<file path="src/gpio_pkg.sv">
// Purpose: Shared constants and types for the dual GPIO port block
// Assumes: 32-bit Avalon-MM slave, one register per aligned word
// Notes: Byte address is four times the register index
package gpio_pkg;
    localparam int ADDR_W = 8;
    localparam int DATA_W = 32;
    localparam int PA_W = 6;
    localparam int PB_W = 8;
    localparam int EVT_W = 7;
    // ----------------------------------------
    // Register indices
    // ----------------------------------------
    localparam logic [5:0] IDX_PA_DATA = 6'h00;
    localparam logic [5:0] IDX_PB_DATA = 6'h01;
    localparam logic [5:0] IDX_PA_DIR = 6'h04;
    localparam logic [5:0] IDX_PB_DIR = 6'h05;
    localparam logic [5:0] IDX_PA_PULL = 6'h0B;
    localparam logic [5:0] IDX_PB_PULL = 6'h0C;
    localparam logic [5:0] IDX_CONFIG = 6'h10;
    localparam logic [5:0] IDX_IRQ_STAT = 6'h11;
    localparam logic [5:0] IDX_IRQ_CLR = 6'h12;
    localparam logic [5:0] IDX_IRQ_EN = 6'h13;
    localparam logic [5:0] IDX_KEYPAD_EN = 6'h14;
    // ----------------------------------------
    // Field positions and masks
    // ----------------------------------------
    localparam int WAKE_BIT = 6;
    localparam int INPUT_ONLY_BIT = 2;
    localparam int OSC_SEL_BIT = 7;
    localparam int CFG_IRQ_BIT = 0;
    localparam int CFG_MODE_LSB = 1;
    localparam int IRQ_PIN_EVT_BIT = 6;
    localparam logic [7:0] PA_DIR_MASK = 8'h3B;
    localparam logic [7:0] PA_PULL_MASK = 8'hBF;
    localparam logic [7:0] CFG_MASK = 8'h07;
    localparam logic [7:0] KEYPAD_MASK = 8'h3F;
    localparam logic [7:0] EVT_MASK = 8'h7F;
    localparam logic [5:0] PA_OSC_MASK = 6'h10;
    // ----------------------------------------
    // Reset values
    // ----------------------------------------
    localparam logic [7:0] DIR_RESET = 8'h00;
    localparam logic [7:0] PULL_RESET = 8'h00;
    localparam logic [7:0] CFG_RESET = 8'h00;
    localparam logic [5:0] PREV_RESET = 6'h3F;

    typedef enum logic [1:0] {
        OSC_INTERNAL = 2'b00,
        OSC_EXTERNAL = 2'b01,
        OSC_RC = 2'b10,
        OSC_XTAL = 2'b11
    } osc_mode_t;

    typedef enum logic {
        BUS_IDLE = 1'b0,
        BUS_ANSWER = 1'b1
    } bus_state_t;

    function automatic logic [DATA_W-1:0] zext8(input logic [7:0] v);
        return {24'h000000, v};
    endfunction
endpackage

</file>
<file path="src/pin_if.sv">
// Purpose: Carries one port's control and pin signals
// Assumes: Pins are synchronous to the core clock
// Notes: Driven by the top, consumed by the pin slice
`timescale 1ns/100ps
interface pin_if #(parameter int W = 8);
    logic [W-1:0] latch;
    logic [W-1:0] dir;
    logic [W-1:0] pull_en;
    logic [W-1:0] force_in;
    logic [W-1:0] alt_en;
    logic [W-1:0] alt_val;
    logic [W-1:0] pin;
    logic [W-1:0] rd;
    logic [W-1:0] out;
    logic [W-1:0] oe;
    logic [W-1:0] pull;
    modport slice (input latch, dir, pull_en, force_in, alt_en, alt_val,
        input pin, output rd, out, oe, pull);
    modport ctrl (output latch, dir, pull_en, force_in, alt_en, alt_val,
        output pin, input rd, out, oe, pull);
endinterface

</file>
<file path="src/port_pin_slice.sv">
// Purpose: Pin drive, pullup and readback for one port
// Assumes: Alternate function overrides data and direction
// Notes: Drive outputs are registered
`timescale 1ns/100ps
module port_pin_slice #(parameter int W = 8) (
    input wire logic clk_i,
    input wire logic nrst_i,
    pin_if.slice p
);
    logic [W-1:0] out_next;
    logic [W-1:0] oe_next;
    logic [W-1:0] pull_next;
    logic [W-1:0] out_reg;
    logic [W-1:0] oe_reg;
    logic [W-1:0] pull_reg;

    assign oe_next = p.alt_en | (p.dir & ~p.force_in);
    assign out_next = (p.alt_en & p.alt_val) | (~p.alt_en & p.latch & oe_next);
    assign pull_next = p.pull_en & ~p.dir & ~p.alt_en;
    assign p.rd = (p.dir & p.latch) | (~p.dir & p.pin);

    always_ff @(posedge clk_i) begin
        if (!nrst_i) begin
            out_reg <= '0;
            oe_reg <= '0;
            pull_reg <= '0;
        end else begin
            out_reg <= out_next;
            oe_reg <= oe_next;
            pull_reg <= pull_next;
        end
    end

    assign p.out = out_reg;
    assign p.oe = oe_reg;
    assign p.pull = pull_reg;

    pull_follow_a: assert property (@(posedge clk_i) disable iff (!nrst_i)
        ##1 ((p.pull & $past(p.dir)) == '0))
        else $error("pullup active on output pin");
endmodule

</file>
<file path="src/event_status.sv">
// Purpose: Sticky event bits, enables and one level interrupt
// Assumes: Clear strobe carries a write-one-to-clear mask
// Notes: A set in the clear cycle wins
`timescale 1ns/100ps
module event_status #(parameter int W = 7) (
    input wire logic clk_i,
    input wire logic nrst_i,
    input wire logic [W-1:0] set_i,
    input wire logic [W-1:0] clr_i,
    input wire logic clr_stb_i,
    input wire logic [W-1:0] en_i,
    output logic [W-1:0] status_o,
    output logic irq_o
);
    logic [W-1:0] status_reg;
    logic [W-1:0] status_next;
    logic irq_reg;

    assign status_next = set_i |
        (status_reg & ~(clr_stb_i ? clr_i : '0));

    always_ff @(posedge clk_i) begin
        if (!nrst_i) begin
            status_reg <= '0;
            irq_reg <= 1'b0;
        end else begin
            status_reg <= status_next;
            irq_reg <= |(status_next & en_i);
        end
    end

    assign status_o = status_reg;
    assign irq_o = irq_reg;

    set_wins_a: assert property (@(posedge clk_i) disable iff (!nrst_i)
        (set_i != '0) |=> ((status_reg & $past(set_i)) == $past(set_i)))
        else $error("event lost against clear");
endmodule

</file>
<file path="src/gpio_ports.sv">
// Purpose: Two GPIO ports with direction, pullup and readback logic
// Assumes: Avalon-MM with waitrequest, byte lane 0 carries data
// Notes: Data latches are not reset
`timescale 1ns/100ps
module gpio_ports (
    input wire logic clk_i,
    input wire logic nrst_i,
    input wire logic [gpio_pkg::ADDR_W-1:0] avs_address_i,
    input wire logic avs_read_i,
    input wire logic avs_write_i,
    input wire logic [gpio_pkg::DATA_W-1:0] avs_writedata_i,
    input wire logic [3:0] avs_byteenable_i,
    output logic [gpio_pkg::DATA_W-1:0] avs_readdata_o,
    output logic avs_waitrequest_o,
    input wire logic [gpio_pkg::PA_W-1:0] porta_pin_i,
    input wire logic [gpio_pkg::PB_W-1:0] portb_pin_i,
    input wire logic wakeup_request_i,
    input wire logic fast_osc_clock_i,
    output logic [gpio_pkg::PA_W-1:0] porta_out_o,
    output logic [gpio_pkg::PA_W-1:0] porta_oe_o,
    output logic [gpio_pkg::PA_W-1:0] porta_pull_o,
    output logic [gpio_pkg::PB_W-1:0] portb_out_o,
    output logic [gpio_pkg::PB_W-1:0] portb_oe_o,
    output logic [gpio_pkg::PB_W-1:0] portb_pull_o,
    output logic int_pin_level_o,
    output logic irq_o
);
    import gpio_pkg::*;

    // ----------------------------------------
    // State
    // ----------------------------------------
    bus_state_t bus_state_reg;
    bus_state_t bus_state_next;
    logic wait_reg;
    logic [DATA_W-1:0] rdata_reg;
    logic [PA_W-1:0] pa_latch_reg;
    logic [PB_W-1:0] pb_latch_reg;
    logic [7:0] pa_dir_reg;
    logic [7:0] pb_dir_reg;
    logic [7:0] pa_pull_reg;
    logic [7:0] pb_pull_reg;
    logic [7:0] cfg_reg;
    logic [7:0] irq_en_reg;
    logic [7:0] keypad_reg;
    logic [PA_W-1:0] pa_prev_reg;
    logic int_level_reg;
    logic [EVT_W-1:0] evt_status;

    pin_if #(.W(PA_W)) pa_if();
    pin_if #(.W(PB_W)) pb_if();

    // ----------------------------------------
    // Bus decode
    // ----------------------------------------
    wire [5:0] idx = avs_address_i[7:2];
    wire req = avs_read_i | avs_write_i;
    wire accept = req && (bus_state_reg == BUS_ANSWER);
    wire wr_en = avs_write_i && accept && avs_byteenable_i[0];
    wire [7:0] wd = avs_writedata_i[7:0];
    wire sel_pa_data = wr_en && (idx == IDX_PA_DATA);
    wire sel_pb_data = wr_en && (idx == IDX_PB_DATA);
    wire sel_pa_dir = wr_en && (idx == IDX_PA_DIR);
    wire sel_pb_dir = wr_en && (idx == IDX_PB_DIR);
    wire sel_pa_pull = wr_en && (idx == IDX_PA_PULL);
    wire sel_pb_pull = wr_en && (idx == IDX_PB_PULL);
    wire sel_cfg = wr_en && (idx == IDX_CONFIG);
    wire sel_clr = wr_en && (idx == IDX_IRQ_CLR);
    wire sel_irq_en = wr_en && (idx == IDX_IRQ_EN);
    wire sel_keypad = wr_en && (idx == IDX_KEYPAD_EN);

    // ----------------------------------------
    // Mode decode
    // ----------------------------------------
    wire irq_fn = cfg_reg[CFG_IRQ_BIT];
    wire [1:0] mode_bits = cfg_reg[CFG_MODE_LSB +: 2];
    wire osc_mode_ok = (mode_bits == OSC_INTERNAL) || (mode_bits == OSC_RC);
    wire osc_route = pa_pull_reg[OSC_SEL_BIT] && osc_mode_ok;

    wire [PA_W-1:0] pa_rd_mask = irq_fn ?
        ~PA_W'(1 << INPUT_ONLY_BIT) : '1;
    wire [7:0] pa_read = {1'b0, wakeup_request_i, pa_if.rd & pa_rd_mask};

    wire [7:0] read_byte =
        (idx == IDX_PA_DATA) ? pa_read :
        (idx == IDX_PB_DATA) ? pb_if.rd :
        (idx == IDX_PA_DIR) ? pa_dir_reg :
        (idx == IDX_PB_DIR) ? pb_dir_reg :
        (idx == IDX_PA_PULL) ? pa_pull_reg :
        (idx == IDX_PB_PULL) ? pb_pull_reg :
        (idx == IDX_CONFIG) ? cfg_reg :
        (idx == IDX_IRQ_STAT) ? {1'b0, evt_status} :
        (idx == IDX_IRQ_EN) ? irq_en_reg :
        (idx == IDX_KEYPAD_EN) ? keypad_reg : 8'h00;

    // ----------------------------------------
    // Events
    // ----------------------------------------
    // Keypad falling edges
    wire [PA_W-1:0] key_fall = keypad_reg[PA_W-1:0] & pa_prev_reg &
        ~porta_pin_i & ~(osc_route ? PA_OSC_MASK : '0);
    wire irq_fall = irq_fn && pa_prev_reg[INPUT_ONLY_BIT] &&
        !porta_pin_i[INPUT_ONLY_BIT];
    wire [EVT_W-1:0] evt_set = {irq_fall, key_fall};

    // ----------------------------------------
    // Bus state machine
    // ----------------------------------------
    always_comb begin
        bus_state_next = bus_state_reg;
        case (bus_state_reg)
            BUS_IDLE: begin
                if (req) begin
                    bus_state_next = BUS_ANSWER;
                end
            end
            BUS_ANSWER: bus_state_next = BUS_IDLE;
            default: bus_state_next = BUS_IDLE;
        endcase
    end

    always_ff @(posedge clk_i) begin
        if (!nrst_i) begin
            bus_state_reg <= BUS_IDLE;
            wait_reg <= 1'b1;
            rdata_reg <= '0;
        end else begin
            bus_state_reg <= bus_state_next;
            wait_reg <= !(req && (bus_state_reg == BUS_IDLE));
            if (avs_read_i && (bus_state_reg == BUS_IDLE)) begin
                rdata_reg <= zext8(read_byte);
            end
        end
    end

    // ----------------------------------------
    // Data latches
    // ----------------------------------------
    // Latches without reset
    always_ff @(posedge clk_i) begin
        if (sel_pa_data) begin
            pa_latch_reg <= wd[PA_W-1:0];
        end
        if (sel_pb_data) begin
            pb_latch_reg <= wd;
        end
    end

    // ----------------------------------------
    // Control registers
    // ----------------------------------------
    always_ff @(posedge clk_i) begin
        if (!nrst_i) begin
            pa_dir_reg <= DIR_RESET;
            pb_dir_reg <= DIR_RESET;
            pa_pull_reg <= PULL_RESET;
            pb_pull_reg <= PULL_RESET;
            cfg_reg <= CFG_RESET;
            irq_en_reg <= CFG_RESET;
            keypad_reg <= CFG_RESET;
        end else begin
            if (sel_pa_dir) begin
                pa_dir_reg <= wd & PA_DIR_MASK;
            end
            if (sel_pb_dir) begin
                pb_dir_reg <= wd;
            end
            if (sel_pa_pull) begin
                pa_pull_reg <= wd & PA_PULL_MASK;
            end
            if (sel_pb_pull) begin
                pb_pull_reg <= wd;
            end
            if (sel_cfg) begin
                cfg_reg <= wd & CFG_MASK;
            end
            if (sel_irq_en) begin
                irq_en_reg <= wd & EVT_MASK;
            end
            if (sel_keypad) begin
                keypad_reg <= wd & KEYPAD_MASK;
            end
        end
    end

    always_ff @(posedge clk_i) begin
        if (!nrst_i) begin
            pa_prev_reg <= PREV_RESET;
            int_level_reg <= 1'b1;
        end else begin
            pa_prev_reg <= porta_pin_i;
            int_level_reg <= irq_fn ? porta_pin_i[INPUT_ONLY_BIT] : 1'b1;
        end
    end

    // ----------------------------------------
    // Pin slices
    // ----------------------------------------
    assign pa_if.latch = pa_latch_reg;
    assign pa_if.dir = pa_dir_reg[PA_W-1:0];
    assign pa_if.pull_en = pa_pull_reg[PA_W-1:0];
    assign pa_if.force_in = keypad_reg[PA_W-1:0];
    assign pa_if.alt_en = osc_route ? PA_OSC_MASK : '0;
    assign pa_if.alt_val = {PA_W{fast_osc_clock_i}};
    assign pa_if.pin = porta_pin_i;
    assign pb_if.latch = pb_latch_reg;
    assign pb_if.dir = pb_dir_reg;
    assign pb_if.pull_en = pb_pull_reg;
    assign pb_if.force_in = '0;
    assign pb_if.alt_en = '0;
    assign pb_if.alt_val = '0;
    assign pb_if.pin = portb_pin_i;

    port_pin_slice #(.W(PA_W)) u_pa (
        .clk_i(clk_i),
        .nrst_i(nrst_i),
        .p(pa_if)
    );

    port_pin_slice #(.W(PB_W)) u_pb (
        .clk_i(clk_i),
        .nrst_i(nrst_i),
        .p(pb_if)
    );

    event_status #(.W(EVT_W)) u_evt (
        .clk_i(clk_i),
        .nrst_i(nrst_i),
        .set_i(evt_set),
        .clr_i(wd[EVT_W-1:0]),
        .clr_stb_i(sel_clr),
        .en_i(irq_en_reg[EVT_W-1:0]),
        .status_o(evt_status),
        .irq_o(irq_o)
    );

    // ----------------------------------------
    // Outputs
    // ----------------------------------------
    assign avs_readdata_o = rdata_reg;
    assign avs_waitrequest_o = wait_reg;
    assign porta_out_o = pa_if.out;
    assign porta_oe_o = pa_if.oe;
    assign porta_pull_o = pa_if.pull;
    assign portb_out_o = pb_if.out;
    assign portb_oe_o = pb_if.oe;
    assign portb_pull_o = pb_if.pull;
    assign int_pin_level_o = int_level_reg;

    // ----------------------------------------
    // Assertions
    // ----------------------------------------
    wait_answer_a: assert property (@(posedge clk_i) disable iff (!nrst_i)
        (req && bus_state_reg == BUS_IDLE) |=> !avs_waitrequest_o ##1
        avs_waitrequest_o)
        else $error("waitrequest answer timing wrong");
    dir_reset_a: assert property (@(posedge clk_i)
        !nrst_i |=> (pa_dir_reg == 8'h00 && pb_dir_reg == 8'h00 &&
        pb_pull_reg == 8'h00))
        else $error("direction not cleared by reset");
    input_only_a: assert property (@(posedge clk_i) disable iff (!nrst_i)
        !porta_oe_o[INPUT_ONLY_BIT] && !pa_dir_reg[INPUT_ONLY_BIT])
        else $error("input only pin driven");
    latch_write_a: assert property (@(posedge clk_i) disable iff (!nrst_i)
        sel_pa_data |=> pa_latch_reg == $past(wd[PA_W-1:0]))
        else $error("latch write lost");
    dir_drive_a: assert property (@(posedge clk_i) disable iff (!nrst_i)
        (sel_pa_dir && wd[0] && !keypad_reg[0]) |=> ##1 porta_oe_o[0])
        else $error("direction write did not enable driver");
    irq_mask_read_a: assert property (@(posedge clk_i) disable iff (!nrst_i)
        (avs_read_i && bus_state_reg == BUS_IDLE && idx == IDX_PA_DATA &&
        irq_fn) |=> !avs_readdata_o[INPUT_ONLY_BIT])
        else $error("bit 2 not masked");
    wake_read_a: assert property (@(posedge clk_i) disable iff (!nrst_i)
        (avs_read_i && bus_state_reg == BUS_IDLE && idx == IDX_PA_DATA)
        |=> avs_readdata_o[WAKE_BIT] == $past(wakeup_request_i))
        else $error("wakeup readback wrong");
    latch_read_a: assert property (@(posedge clk_i) disable iff (!nrst_i)
        (avs_read_i && bus_state_reg == BUS_IDLE && idx == IDX_PB_DATA &&
        pb_dir_reg[0]) |=> avs_readdata_o[0] == $past(pb_latch_reg[0]))
        else $error("output pin readback not latch");
    branch_level_a: assert property (@(posedge clk_i) disable iff (!nrst_i)
        !irq_fn |=> int_pin_level_o)
        else $error("branch level not high");
    osc_route_a: assert property (@(posedge clk_i) disable iff (!nrst_i)
        osc_route |=> porta_oe_o[4] &&
        porta_out_o[4] == $past(fast_osc_clock_i))
        else $error("osc clock not on pin 4");
    reserved_bit_a: assert property (@(posedge clk_i) disable iff (!nrst_i)
        sel_pa_pull |=> !pa_pull_reg[6] && !pa_dir_reg[7])
        else $error("reserved bit stored");
    keypad_input_a: assert property (@(posedge clk_i) disable iff (!nrst_i)
        keypad_reg[0] |=> !porta_oe_o[0])
        else $error("keypad pin driven");
    pa_pull_off_a: assert property (@(posedge clk_i) disable iff (!nrst_i)
        (pa_dir_reg != 8'h00) |=> ((porta_pull_o &
        $past(pa_dir_reg[PA_W-1:0])) == '0))
        else $error("port a pullup on output pin");
    pb_pull_off_a: assert property (@(posedge clk_i) disable iff (!nrst_i)
        (pb_dir_reg != 8'h00) |=> ((portb_pull_o & $past(pb_dir_reg)) ==
        '0))
        else $error("port b pullup on output pin");
    irq_level_a: assert property (@(posedge clk_i) disable iff (!nrst_i)
        1'b1 |=> irq_o == |(evt_status &
        $past(irq_en_reg[EVT_W-1:0])))
        else $error("interrupt level wrong");
    pull_reset_a: assert property (@(posedge clk_i)
        !nrst_i |=> (pa_pull_reg == 8'h00 && cfg_reg == 8'h00 &&
        keypad_reg == 8'h00))
        else $error("pullup or config not cleared");
    pb_oe_follow_a: assert property (@(posedge clk_i) disable iff (!nrst_i)
        1'b1 |=> portb_oe_o == $past(pb_dir_reg))
        else $error("port b driver not following direction");
    int_level_pin_a: assert property (@(posedge clk_i) disable iff (!nrst_i)
        irq_fn |=> int_pin_level_o == $past(porta_pin_i[INPUT_ONLY_BIT]))
        else $error("branch level not pin level");
    key_event_a: assert property (@(posedge clk_i) disable iff (!nrst_i)
        (keypad_reg[0] && pa_prev_reg[0] && !porta_pin_i[0]) |=>
        evt_status[0])
        else $error("keypad edge not flagged");
    osc_off_a: assert property (@(posedge clk_i) disable iff (!nrst_i)
        (!osc_route && !pa_dir_reg[4]) |=> !porta_oe_o[4])
        else $error("pin 4 driven without route");
endmodule

</file>
<file path="config.mk">
export PLATFORM = sky130hd
export DESIGN_NAME = gpio_ports
export DESIGN_NICKNAME = d
export VERILOG_FILES = /design/src/gpio_pkg.sv /design/src/pin_if.sv /design/src/port_pin_slice.sv /design/src/event_status.sv /design/src/gpio_ports.sv
export SDC_FILE = /design/constraint.sdc
export NUM_CORES = 1
export LEC_CHECK = 0
export BUFFER_PORTS_ARGS = -buffer_cell sky130_fd_sc_hd__buf_2
export CAP_MARGIN = 25
export CORE_UTILIZATION = 45
export CTS_CLUSTER_SIZE = 12
export DETAILED_ROUTE_END_ITERATION = 16
export PLACE_DENSITY = 0.76
export SLEW_MARGIN = 10
export SYNTH_ARGS = -nofsm -noshare
export SYNTH_HDL_FRONTEND = slang
export SYNTH_SLANG_ARGS = --single-unit
</file>
<file path="constraint.sdc">
create_clock -name clk_i -period 2.5 [get_ports clk_i]
set_input_delay 0.125 -clock clk_i [delete_from_list [all_inputs] [get_ports clk_i]]
set_output_delay 0.125 -clock clk_i [all_outputs]
set_load 0.02 [all_outputs]
</file>
==> reports/results.ini, run 1 <==
[worst_setup_path]
worstSetupEndpointType = register
required_ns = 2.74
critPathMaxFanout = 7
worstSetupPathType = reg2reg
start_kind = register
arrival_ns = 2.31

[timing]
fmax_ghz = 0.484
drv_slew = 0
hold_violations = 0
final-setup-viol-count = 0
fin_worst_skew_ns = 0.0114
min_period_ns = 2.07
rsz0062_at_grt = no
tns_ns = 0
maxSlewHeadroom_pct = 41.7
period_share_pct = 82.7
holdWs_ns = 0.0474
worst_pin_slew_ns = 0.873

[drt]
viasPerCell = 5.65
vias = 4450
wl_per_cell_um = 17.8
drc_errors = 0
first_pass_iters = 5
first_iter_violations = 450
drt.antenna.violating_nets = 0
wirelength_um = 14000

[pwr]
ir_drop_mv = 0.520
power.leakage_nw = 2.54
clkPwrFrac_pct = 50.0
switchingPower_w = 0.00102
total_power_w = 0.00448
power_density_nw_per_um2 = 726
p_int_w = 0.00346
p_sw_share_pct = 22.8
p_seq_share_pct = 44.6
p_comb_share_pct = 5.5

[layout]
drive_above_1_share_pct = 21.9
n_antenna_cell = 0
syn2layout_area_growth_pct = 21.6
fillers = 984
fin_cells = 788
nets = 700

[die]
chipHeight_um = 108
io_pins = 141
rows = 38
die_area_sq_um = 11700
core_sq_um = 10900
die_w_um = 108
start_util_pct = 46.4

[placed_design]
dpl.cell_count = 748
dp_hpwl_um = 9570
gp_congestion = 0.912
portBuffers = 85

[yosys]
ys.flop_type = dfxtp_1
yosysSeqAreaShare_pct = 50.7
avgSynthCellArea_sq_um = 9.33
synth_area_sq_um = 5080
ys_warn_count = 0
synth_cell_types = 57
synth-seq-cells = 122
ys_async_sr_fraction_pct = 0
synthCells = 544
synth_edf_count = 13

[clock_network]
postCtsHoldBufs = 9
cts_buffers = 17
clk_pin_slew_ns = 0.05
cts_resized = 0
cts_tree = built
cts_setup_buffers = 0
clk_latency_ns = 0.41
cts_root_buffer = clkbuf_16
cts_buffer_depth = 2
htree_levels = 4
clkSinkCount = 122

[hold_path]
min_path_type = in2reg

[job]
drv_cap = 0

[global_routing]
grt.total_usage_pct = 24.9
antenna_found_initial = 0
grt_pass1_vias = 4160
grt_start_max_net_pins = 52
grt_pass1_wl_um = 21700
overflow = 0

[outcome]
status = finished clean

-- final cells by class --
class / instances / area [sq um] / share of cell area, %
clock inverter: 9 / 75.1 / 1.22
tap: 140 / 175 / 2.84
clock buffer: 22 / 464 / 7.52
sequential: 122 / 2570 / 41.7
inverter: 7 / 26.3 / 0.426
multi-input combinational: 380 / 2240 / 36.3
timing repair buffer: 108 / 621 / 10.1
-- synth_stat cells (all sizes together), types with 7 or more instances --
cell / n / area, sq um
dfxtp: 109 / 2180
nand2: 66 / 248
a21oi: 42 / 210
nor2: 39 / 149
buf: 37 / 245
nand3: 35 / 175
mux2i: 26 / 260
clkbuf: 23 / 86.3
and2: 20 / 125
and3: 13 / 81.3
edfxtp: 13 / 390
nor3b: 13 / 103
nand2b: 11 / 68.8
o21ai: 8 / 40.0
inv: 7 / 26.3
-- power groups by stage --
stage / registers (W) / logic (W) / clock network (W)
2_1_floorplan: 0.00204 / 0.000166 / 0
3_3_place_gp: 0.00204 / 0.000225 / 0
3_5_place_dp: 0.00204 / 0.000230 / 0
4_1_cts: 0.00200 / 0.000241 / 0.00226
5_1_grt: 0.00200 / 0.000261 / 0.00234
6_report: 0.00200 / 0.000245 / 0.00224
-- metal layers --
metal	vias to the layer above	GRT usage (%)	part of all wire, %
met1	2084	30.2	40
met3	49	6.03	9.2
li1	2061	-	-
met2	256	39.7	47
met4	0	15.5	3.9
met5	-	0	0
-- cells in the final DEF (no fill, tap or decap), types with 3 or more instances in the layout --
master / count
a21oi_1: 42
a221o_1: 4
a221oi_1: 4
a22oi_1: 5
a31oi_1: 6
a32o_1: 4
and2_1: 20
and3_1: 13
buf_2: 85
buf_4: 14
clkbuf_1: 3
clkbuf_16: 17
clkinv_2: 6
conb_1: 26
dfxtp_1: 109
dlygate4sd3_1: 9
edfxtp_1: 13
inv_1: 6
mux2_2: 3
mux2i_1: 26
nand2_1: 66
nand2b_1: 11
nand3_1: 35
nor2_1: 38
nor2b_1: 4
nor3b_1: 12
o211ai_1: 6
o21ai_0: 8
o221ai_1: 6
or3_1: 5
-- worst paths after layout --
| kind | cells after the start | to | slack [ns] | from |
|---|---|---|---|---|
| setup / recovery | 6 | u_evt.irq_o | 0.43 | bus_state_reg |
| hold / removal | 3 | avs_readdata_o[7] | 0.05 | portb_pin_i[7] |
| setup reg to reg | 6 | u_evt.irq_o | 0.43 | bus_state_reg |
| hold reg to reg | 2 | avs_readdata_o[5] | 0.45 | avs_readdata_o[5] |
-- logic make-up (layout without fill, tap and decap cells) --
kind of cell / count (synthesis) / after routing / synth area share, %
AO/OA/AOI/OAI: 97 / 97 / 12.7
buffers and inverters: 67 / 146 / 7.05
flip-flops: 122 / 122 / 50.7
multiplexers: 29 / 29 / 5.79
other: 1 / 26 / 0.0739
AND/OR/NAND/NOR: 228 / 228 / 23.8
-- through the flow --
| step | utilization [%] | instance area, sq um | worst slack (ns) |
|---|---|---|---|
| final | 56.5 | 6170 | 0.433 |
| after global routing | 56.5 | 6170 | 0.291 |
| after CTS | 56.5 | 6170 | 0.439 |
| after detailed placement | 50.7 | 5550 | 0.202 |
| after global placement | 50.7 | 5550 | 0.217 |
| after floorplan | - | 5170 | 0.412 |
-- worst max-delay path, cell delays in order (launching register included) --
cell      delay, ns
dfxtp_1        0.38
nand3_1        0.22
nor4b_4        0.51
nand2_1        0.11
a32o_1         0.23
a222oi_1       0.31
a41oi_1        0.15
Note: power is estimated with default switching activity, not from simulation.
==> inputs of run 2 (changes only) <==
--- a/config.mk
+++ b/config.mk
@@ -5,6 +5,7 @@
 export SDC_FILE = /design/constraint.sdc
 export NUM_CORES = 1
 export LEC_CHECK = 0
+export ABC_AREA = 1
 export BUFFER_PORTS_ARGS = -buffer_cell sky130_fd_sc_hd__buf_2
 export CAP_MARGIN = 25
 export CORE_UTILIZATION = 45
==> constraint.sdc (replaced) <==
create_clock -name clk_i -period 1.95 [get_ports clk_i]
set_input_delay 0.0975 -clock clk_i [delete_from_list [all_inputs] [get_ports clk_i]]
set_output_delay 0.0975 -clock clk_i [all_outputs]
set_load 0.02 [all_outputs]
==> reports/results.ini, run 2 <==
[pwr]
p_seq_share_pct = 43.6
total_power_w = 0.00585
ir_drop_mv = 0.599
p_int_w = 0.00447
power_density_nw_per_um2 = 934
p_comb_share_pct = 5.6
clkPwrFrac_pct = 50.8
power.leakage_nw = 2.87
p_sw_share_pct = 23.7
switchingPower_w = 0.00139

[drt]
vias = 4629
first_pass_iters = 5
first_iter_violations = 351
drt.antenna.violating_nets = 0
wirelength_um = 13200
drc_errors = 0
wl_per_cell_um = 14.3
viasPerCell = 5.03

[timing]
rsz0062_at_grt = no
final-setup-viol-count = 0
setup_slack_ns = 0.306
maxSlewHeadroom_pct = 61.4
worst_pin_slew_ns = 0.579
min_period_ns = 1.64
hold_violations = 0
period_share_pct = 84.3
fmax_ghz = 0.608
holdWs_ns = 0.0571
drv_slew = 0
fin_worst_skew_ns = 0.00666
tns_ns = 0

[global_routing]
grt_start_max_net_pins = 61
grt_pass1_wl_um = 21000
grt_pass1_vias = 4271
antenna_found_initial = 0
overflow = 0
grt.total_usage_pct = 24.2

[yosys]
yosysSeqAreaShare_pct = 51.3
synth_common_cells = nand2_1 (139), dfxtp_1 (109), nor2_1 (81), a21oi_1 (58), inv_1 (57)
synthCells = 653
ys_warn_count = 0
synth_edf_count = 13
avgSynthCellArea_sq_um = 7.68
synth.most_common_cell = nand2_1
synth_top_area_cell = dfxtp_1
synth_top_cell_area_share_pct = 43.5
synth-seq-cells = 122
synth_cell_types = 30
synth_area_sq_um = 5020
synth_area_leaders = dfxtp_1 (44%), nand2_1 (10%), edfxtp_1 (7.8%)
ys.flop_type = dfxtp_1
ys_async_sr_fraction_pct = 0

[hold_path]
min_path_type = in2reg

[layout]
fin_area_sq_um = 6270
final_common_cell = nand2_1
n_antenna_cell = 0
layout_common_cells = nand2_1 (139), dfxtp_1 (109), buf_2 (85)
drive_above_1_share_pct = 20.2
syn2layout_area_growth_pct = 24.9
fillers = 972
nets = 832

[clock_network]
cts_buffers = 17
htree_levels = 4
clk_pin_slew_ns = 0.06
cts_buffer_depth = 2
clk_latency_ns = 0.52
clkSinkCount = 122
cts_tree = built
cts_root_buffer = clkbuf_8

[job]
drv_cap = 0

[worst_setup_path]
critPathMaxFanout = 7
worstSetupPathType = reg2reg
required_ns = 2.36
arrival_ns = 2.05
start_kind = register
worstSetupEndpointType = register

[die]
rows = 38
start_util_pct = 46.3
die_area_sq_um = 11600
die_w_um = 108
chipHeight_um = 108
core_sq_um = 10800
io_pins = 141

[placed_design]
dp_hpwl_um = 9040
placed_cell_area_sq_um = 5520
portBuffers = 85
gp_congestion = 0.914
dpl_worst_slack_ns = 0.371

[outcome]
status = finished clean

-- run 2: changes by cell type in the layout (fill, tap and decap cells not counted), moves of 18 or more --
cell     previous run  this run
mux2i_1            26         0
nor2_1             38        81
nand2_1            66       139
inv_1               6        57
o21ai_0             8        33
o21ai_1             0        18
-- run 2: worst max-delay path, stage by stage (launching register included) --
cell     delay [ns]
dfxtp_1        0.37
nand3_2        0.20
nor3_4         0.42
nand2_1        0.10
nand2_1        0.09
nand2_1        0.05
nand2_1        0.06
nand2_1        0.05
nor2_1         0.12
a21oi_1        0.07
-- run 2: power by group through the flow --
stage | clock network (W) | logic [W] | registers [W]
after detailed placement | 0 | 0.000290 | 0.00261
after CTS | 0.00300 | 0.000320 | 0.00255
final | 0.00297 | 0.000325 | 0.00255
after global routing | 0.00312 | 0.000355 | 0.00256
after floorplan | 0 | 0.000210 | 0.00261
after global placement | 0 | 0.000289 | 0.00261
-- run 2: routing by layer --
layer | share of wire [%] | vias up | track usage [%]
met4 | 4.2 | 0 | 13.1
met3 | 7.0 | 42 | 6.42
met1 | 42 | 2106 | 28.9
li1 | - | 2280 | -
met2 | 47 | 201 | 39.6
met5 | 0 | - | 0
-- run 2: final cells by class --
| cell class | instances | area (sq um) | area share, % |
|---|---|---|---|
| clock buffer | 18 | 418 | 6.67 |
| clock inverter | 14 | 149 | 2.38 |
| inverter | 77 | 289 | 4.61 |
| multi-input combinational | 436 | 1970 | 31.5 |
| sequential | 122 | 2570 | 41.1 |
| tap | 140 | 175 | 2.80 |
| timing repair buffer | 114 | 688 | 11.0 |
-- run 2: path summary, 6_finish.rpt --
kind / start / end / slack [ns] / cells past startpoint
worst max-delay path: bus_state_reg / u_evt.irq_o / 0.31 / 9
worst min-delay path: portb_pin_i[7] / avs_readdata_o[7] / 0.06 / 5
worst max register to register: bus_state_reg / u_evt.irq_o / 0.31 / 9
worst min register to register: avs_readdata_o[3] / avs_readdata_o[3] / 0.46 / 2
-- run 2: cells by family after synthesis --
logic type,share of synthesized area (%)
AO/OA/AOI/OAI,11.9
buffers and inverters,11.2
flip-flops,51.3
other,0.0748
AND/OR/NAND/NOR,25.5
-- run 2: metrics by stage --
step	instances	util (%)
global route	921	57.8
CTS	921	57.8
floorplan	678	-
detailed placement	871	50.9
global placement	871	50.9
finish	921	57.8
-- run 2: timing repair --
action	CTS	global route
setup buffers	0	0
endpoints found under the hold margin	53	0
resized for setup	0	0
setup endpoints to repair	0	0
hold buffers	18	0
==> inputs of run 3 (changes only) <==
==> constraint.sdc (replaced) <==
create_clock -name clk_i -period 1.6 [get_ports clk_i]
set_input_delay 0.08 -clock clk_i [delete_from_list [all_inputs] [get_ports clk_i]]
set_output_delay 0.08 -clock clk_i [all_outputs]
set_load 0.02 [all_outputs]
==> reports/results.ini, run 3 (synthesis results as in run 2) <==
[timing]
min_period_ns = 1.44
tns_ns = 0
drv_slew = 0
period_share_pct = 90.2
rsz0062_at_grt = no
setup_slack_ns = 0.157
hold_violations = 0
fin_worst_skew_ns = 0.00535
fmax_ghz = 0.693
final-setup-viol-count = 0

[layout]
syn2layout_area_growth_pct = 26.7
nets = 838
fin_cells = 927
drive_above_1_share_pct = 20.7
n_antenna_cell = 0
layout_common_cells = nand2_1 (139), dfxtp_1 (108), buf_2 (85)
final_common_cell = nand2_1
fillers = 974

[drt]
wl_per_cell_um = 14.4
vias = 4646
viasPerCell = 5.01
first_iter_violations = 405
drc_errors = 0
wirelength_um = 13400
first_pass_iters = 5
drt.antenna.violating_nets = 0

[pwr]
power.leakage_nw = 2.92
total_power_w = 0.00741
ir_drop_mv = 0.531
power_density_nw_per_um2 = 1170

[placed_design]
dpl_worst_slack_ns = 0.123
portBuffers = 85
dp_hpwl_um = 9340
dpl.cell_count = 876
gp_congestion = 0.944

[die]
chipHeight_um = 108
rows = 38
die_w_um = 108
start_util_pct = 46.3
io_pins = 141
core_sq_um = 10800
die_area_sq_um = 11600

[worst_setup_path]
crit_start = bus_state_reg
worstSetupPathType = reg2reg
critPathMaxFanout = 8
critical-path-slowest-cell = dfxtp_2
r2r-end = keypad_reg[3]
worstSetupEndpointType = register
required_ns = 2.02
r2r_slack_ns = 0.16
cp_common_cell = nor2_1
start_kind = register
r2r-start = bus_state_reg
worstSetupEndpoint = keypad_reg[3]
cp_cell_sequence = nand3_4, buf_4, inv_1, nand2_1, clkinv_1, nor2_1, nor2_1
r2r_cells = 7
cp_slowest_stage_delay_ns = 0.34
arrival_ns = 1.86

[global_routing]
grt_pass1_wl_um = 21300
grt_pass1_vias = 4302
grt-busiest-layer = met2
grt.met2_usage_pct = 39.9
antenna_found_initial = 0
overflow = 0
gr-usage-met3_pct = 5.93
grt_start_max_net_pins = 36
gr-usage-met1_pct = 30.0
grt.total_usage_pct = 24.4

[clock_network]
htree_levels = 4
cts_root_buffer = clkbuf_8
cts_buffers = 17
cts_setup_buffers = 0
cts_buffer_depth = 2
clkSinkCount = 122
cts_tree = built
clk_latency_ns = 0.52
clk_pin_slew_ns = 0.06

[outcome]
status = finished clean

[job]
drv_cap = 0

[hold_path]
min_path_type = in2reg

[run 3: cell types whose count changed in the layout (fill, tap and decap cells not counted), sizes merged]
cell	delta
inv	+2
buf	+5
dlygate4sd3	+1
clkinvlp	-1
clkbuf	+1
bufinv	+1
clkinv	-3
[run 3: final cells by class]
class | instances | area [sq um] | share of cell area (%)
multi-input cells | 436 | 1980 | 31.2
inverters | 77 | 289 | 4.55
flip-flops and latches | 122 | 2570 | 40.5
clock inverters | 13 | 168 | 2.64
repair buffers | 120 | 736 | 11.6
well taps | 140 | 175 | 2.76
clock buffers | 19 | 432 | 6.79
[run 3: power breakdown]
part	internal [W]	switching [W]	leakage, nW
clock network	0.00243	0.00146	0.286
registers	0.00311	0.00000805	0.997
logic	0.000129	0.000278	1.64
[run 3: metal layers]
layer	up-vias	part of all wire [%]
li1	2297	-
met4	0	3.6
met5	-	0
met1	2100	40
met2	211	48
met3	38	8.3
[run 3: worst max-delay path, delay by kind of cell (launching register included)]
| kind | cells | cell delay (ns) |
|---|---|---|
| and+or+nand+nor | 4 | 0.53 |
| DFF | 1 | 0.34 |
| buffers and inverters | 3 | 0.48 |
[run 3: what timing repair did]
item	in CTS	in global routing
gates resized for setup	0	2
hold buffers	19	0
endpoints found under the hold margin	59	0
setup endpoints to repair	0	4
[run 3: how the worst min path moves through the flow]
stage | from | cells after the start | slack, ns | endpoint
after floorplan | porta_pin_i[0] | 2 | 0.18 | pa_prev_reg[0]
after global placement | porta_pin_i[3] | 3 | 0.29 | pa_prev_reg[3]
after detailed placement | avs_writedata_i[7] | 1 | 0.30 | pb_if.latch[7]
after CTS | portb_pin_i[7] | 5 | 0.04 | avs_readdata_o[7]
after global routing | portb_pin_i[7] | 5 | 0.05 | avs_readdata_o[7]
final | portb_pin_i[7] | 5 | 0.05 | avs_readdata_o[7]
[run 3: metrics by stage]
stage          cell area [sq um]  utilization (%)  hold WS, ns
6_report                    6350             58.6       0.0512
5_1_grt                     6350             58.6       0.0525
4_1_cts                     6350             58.5       0.0366
3_5_place_dp                5560             51.3        0.301
3_3_place_gp                5560             51.3        0.294
2_1_floorplan               5110                -        0.177
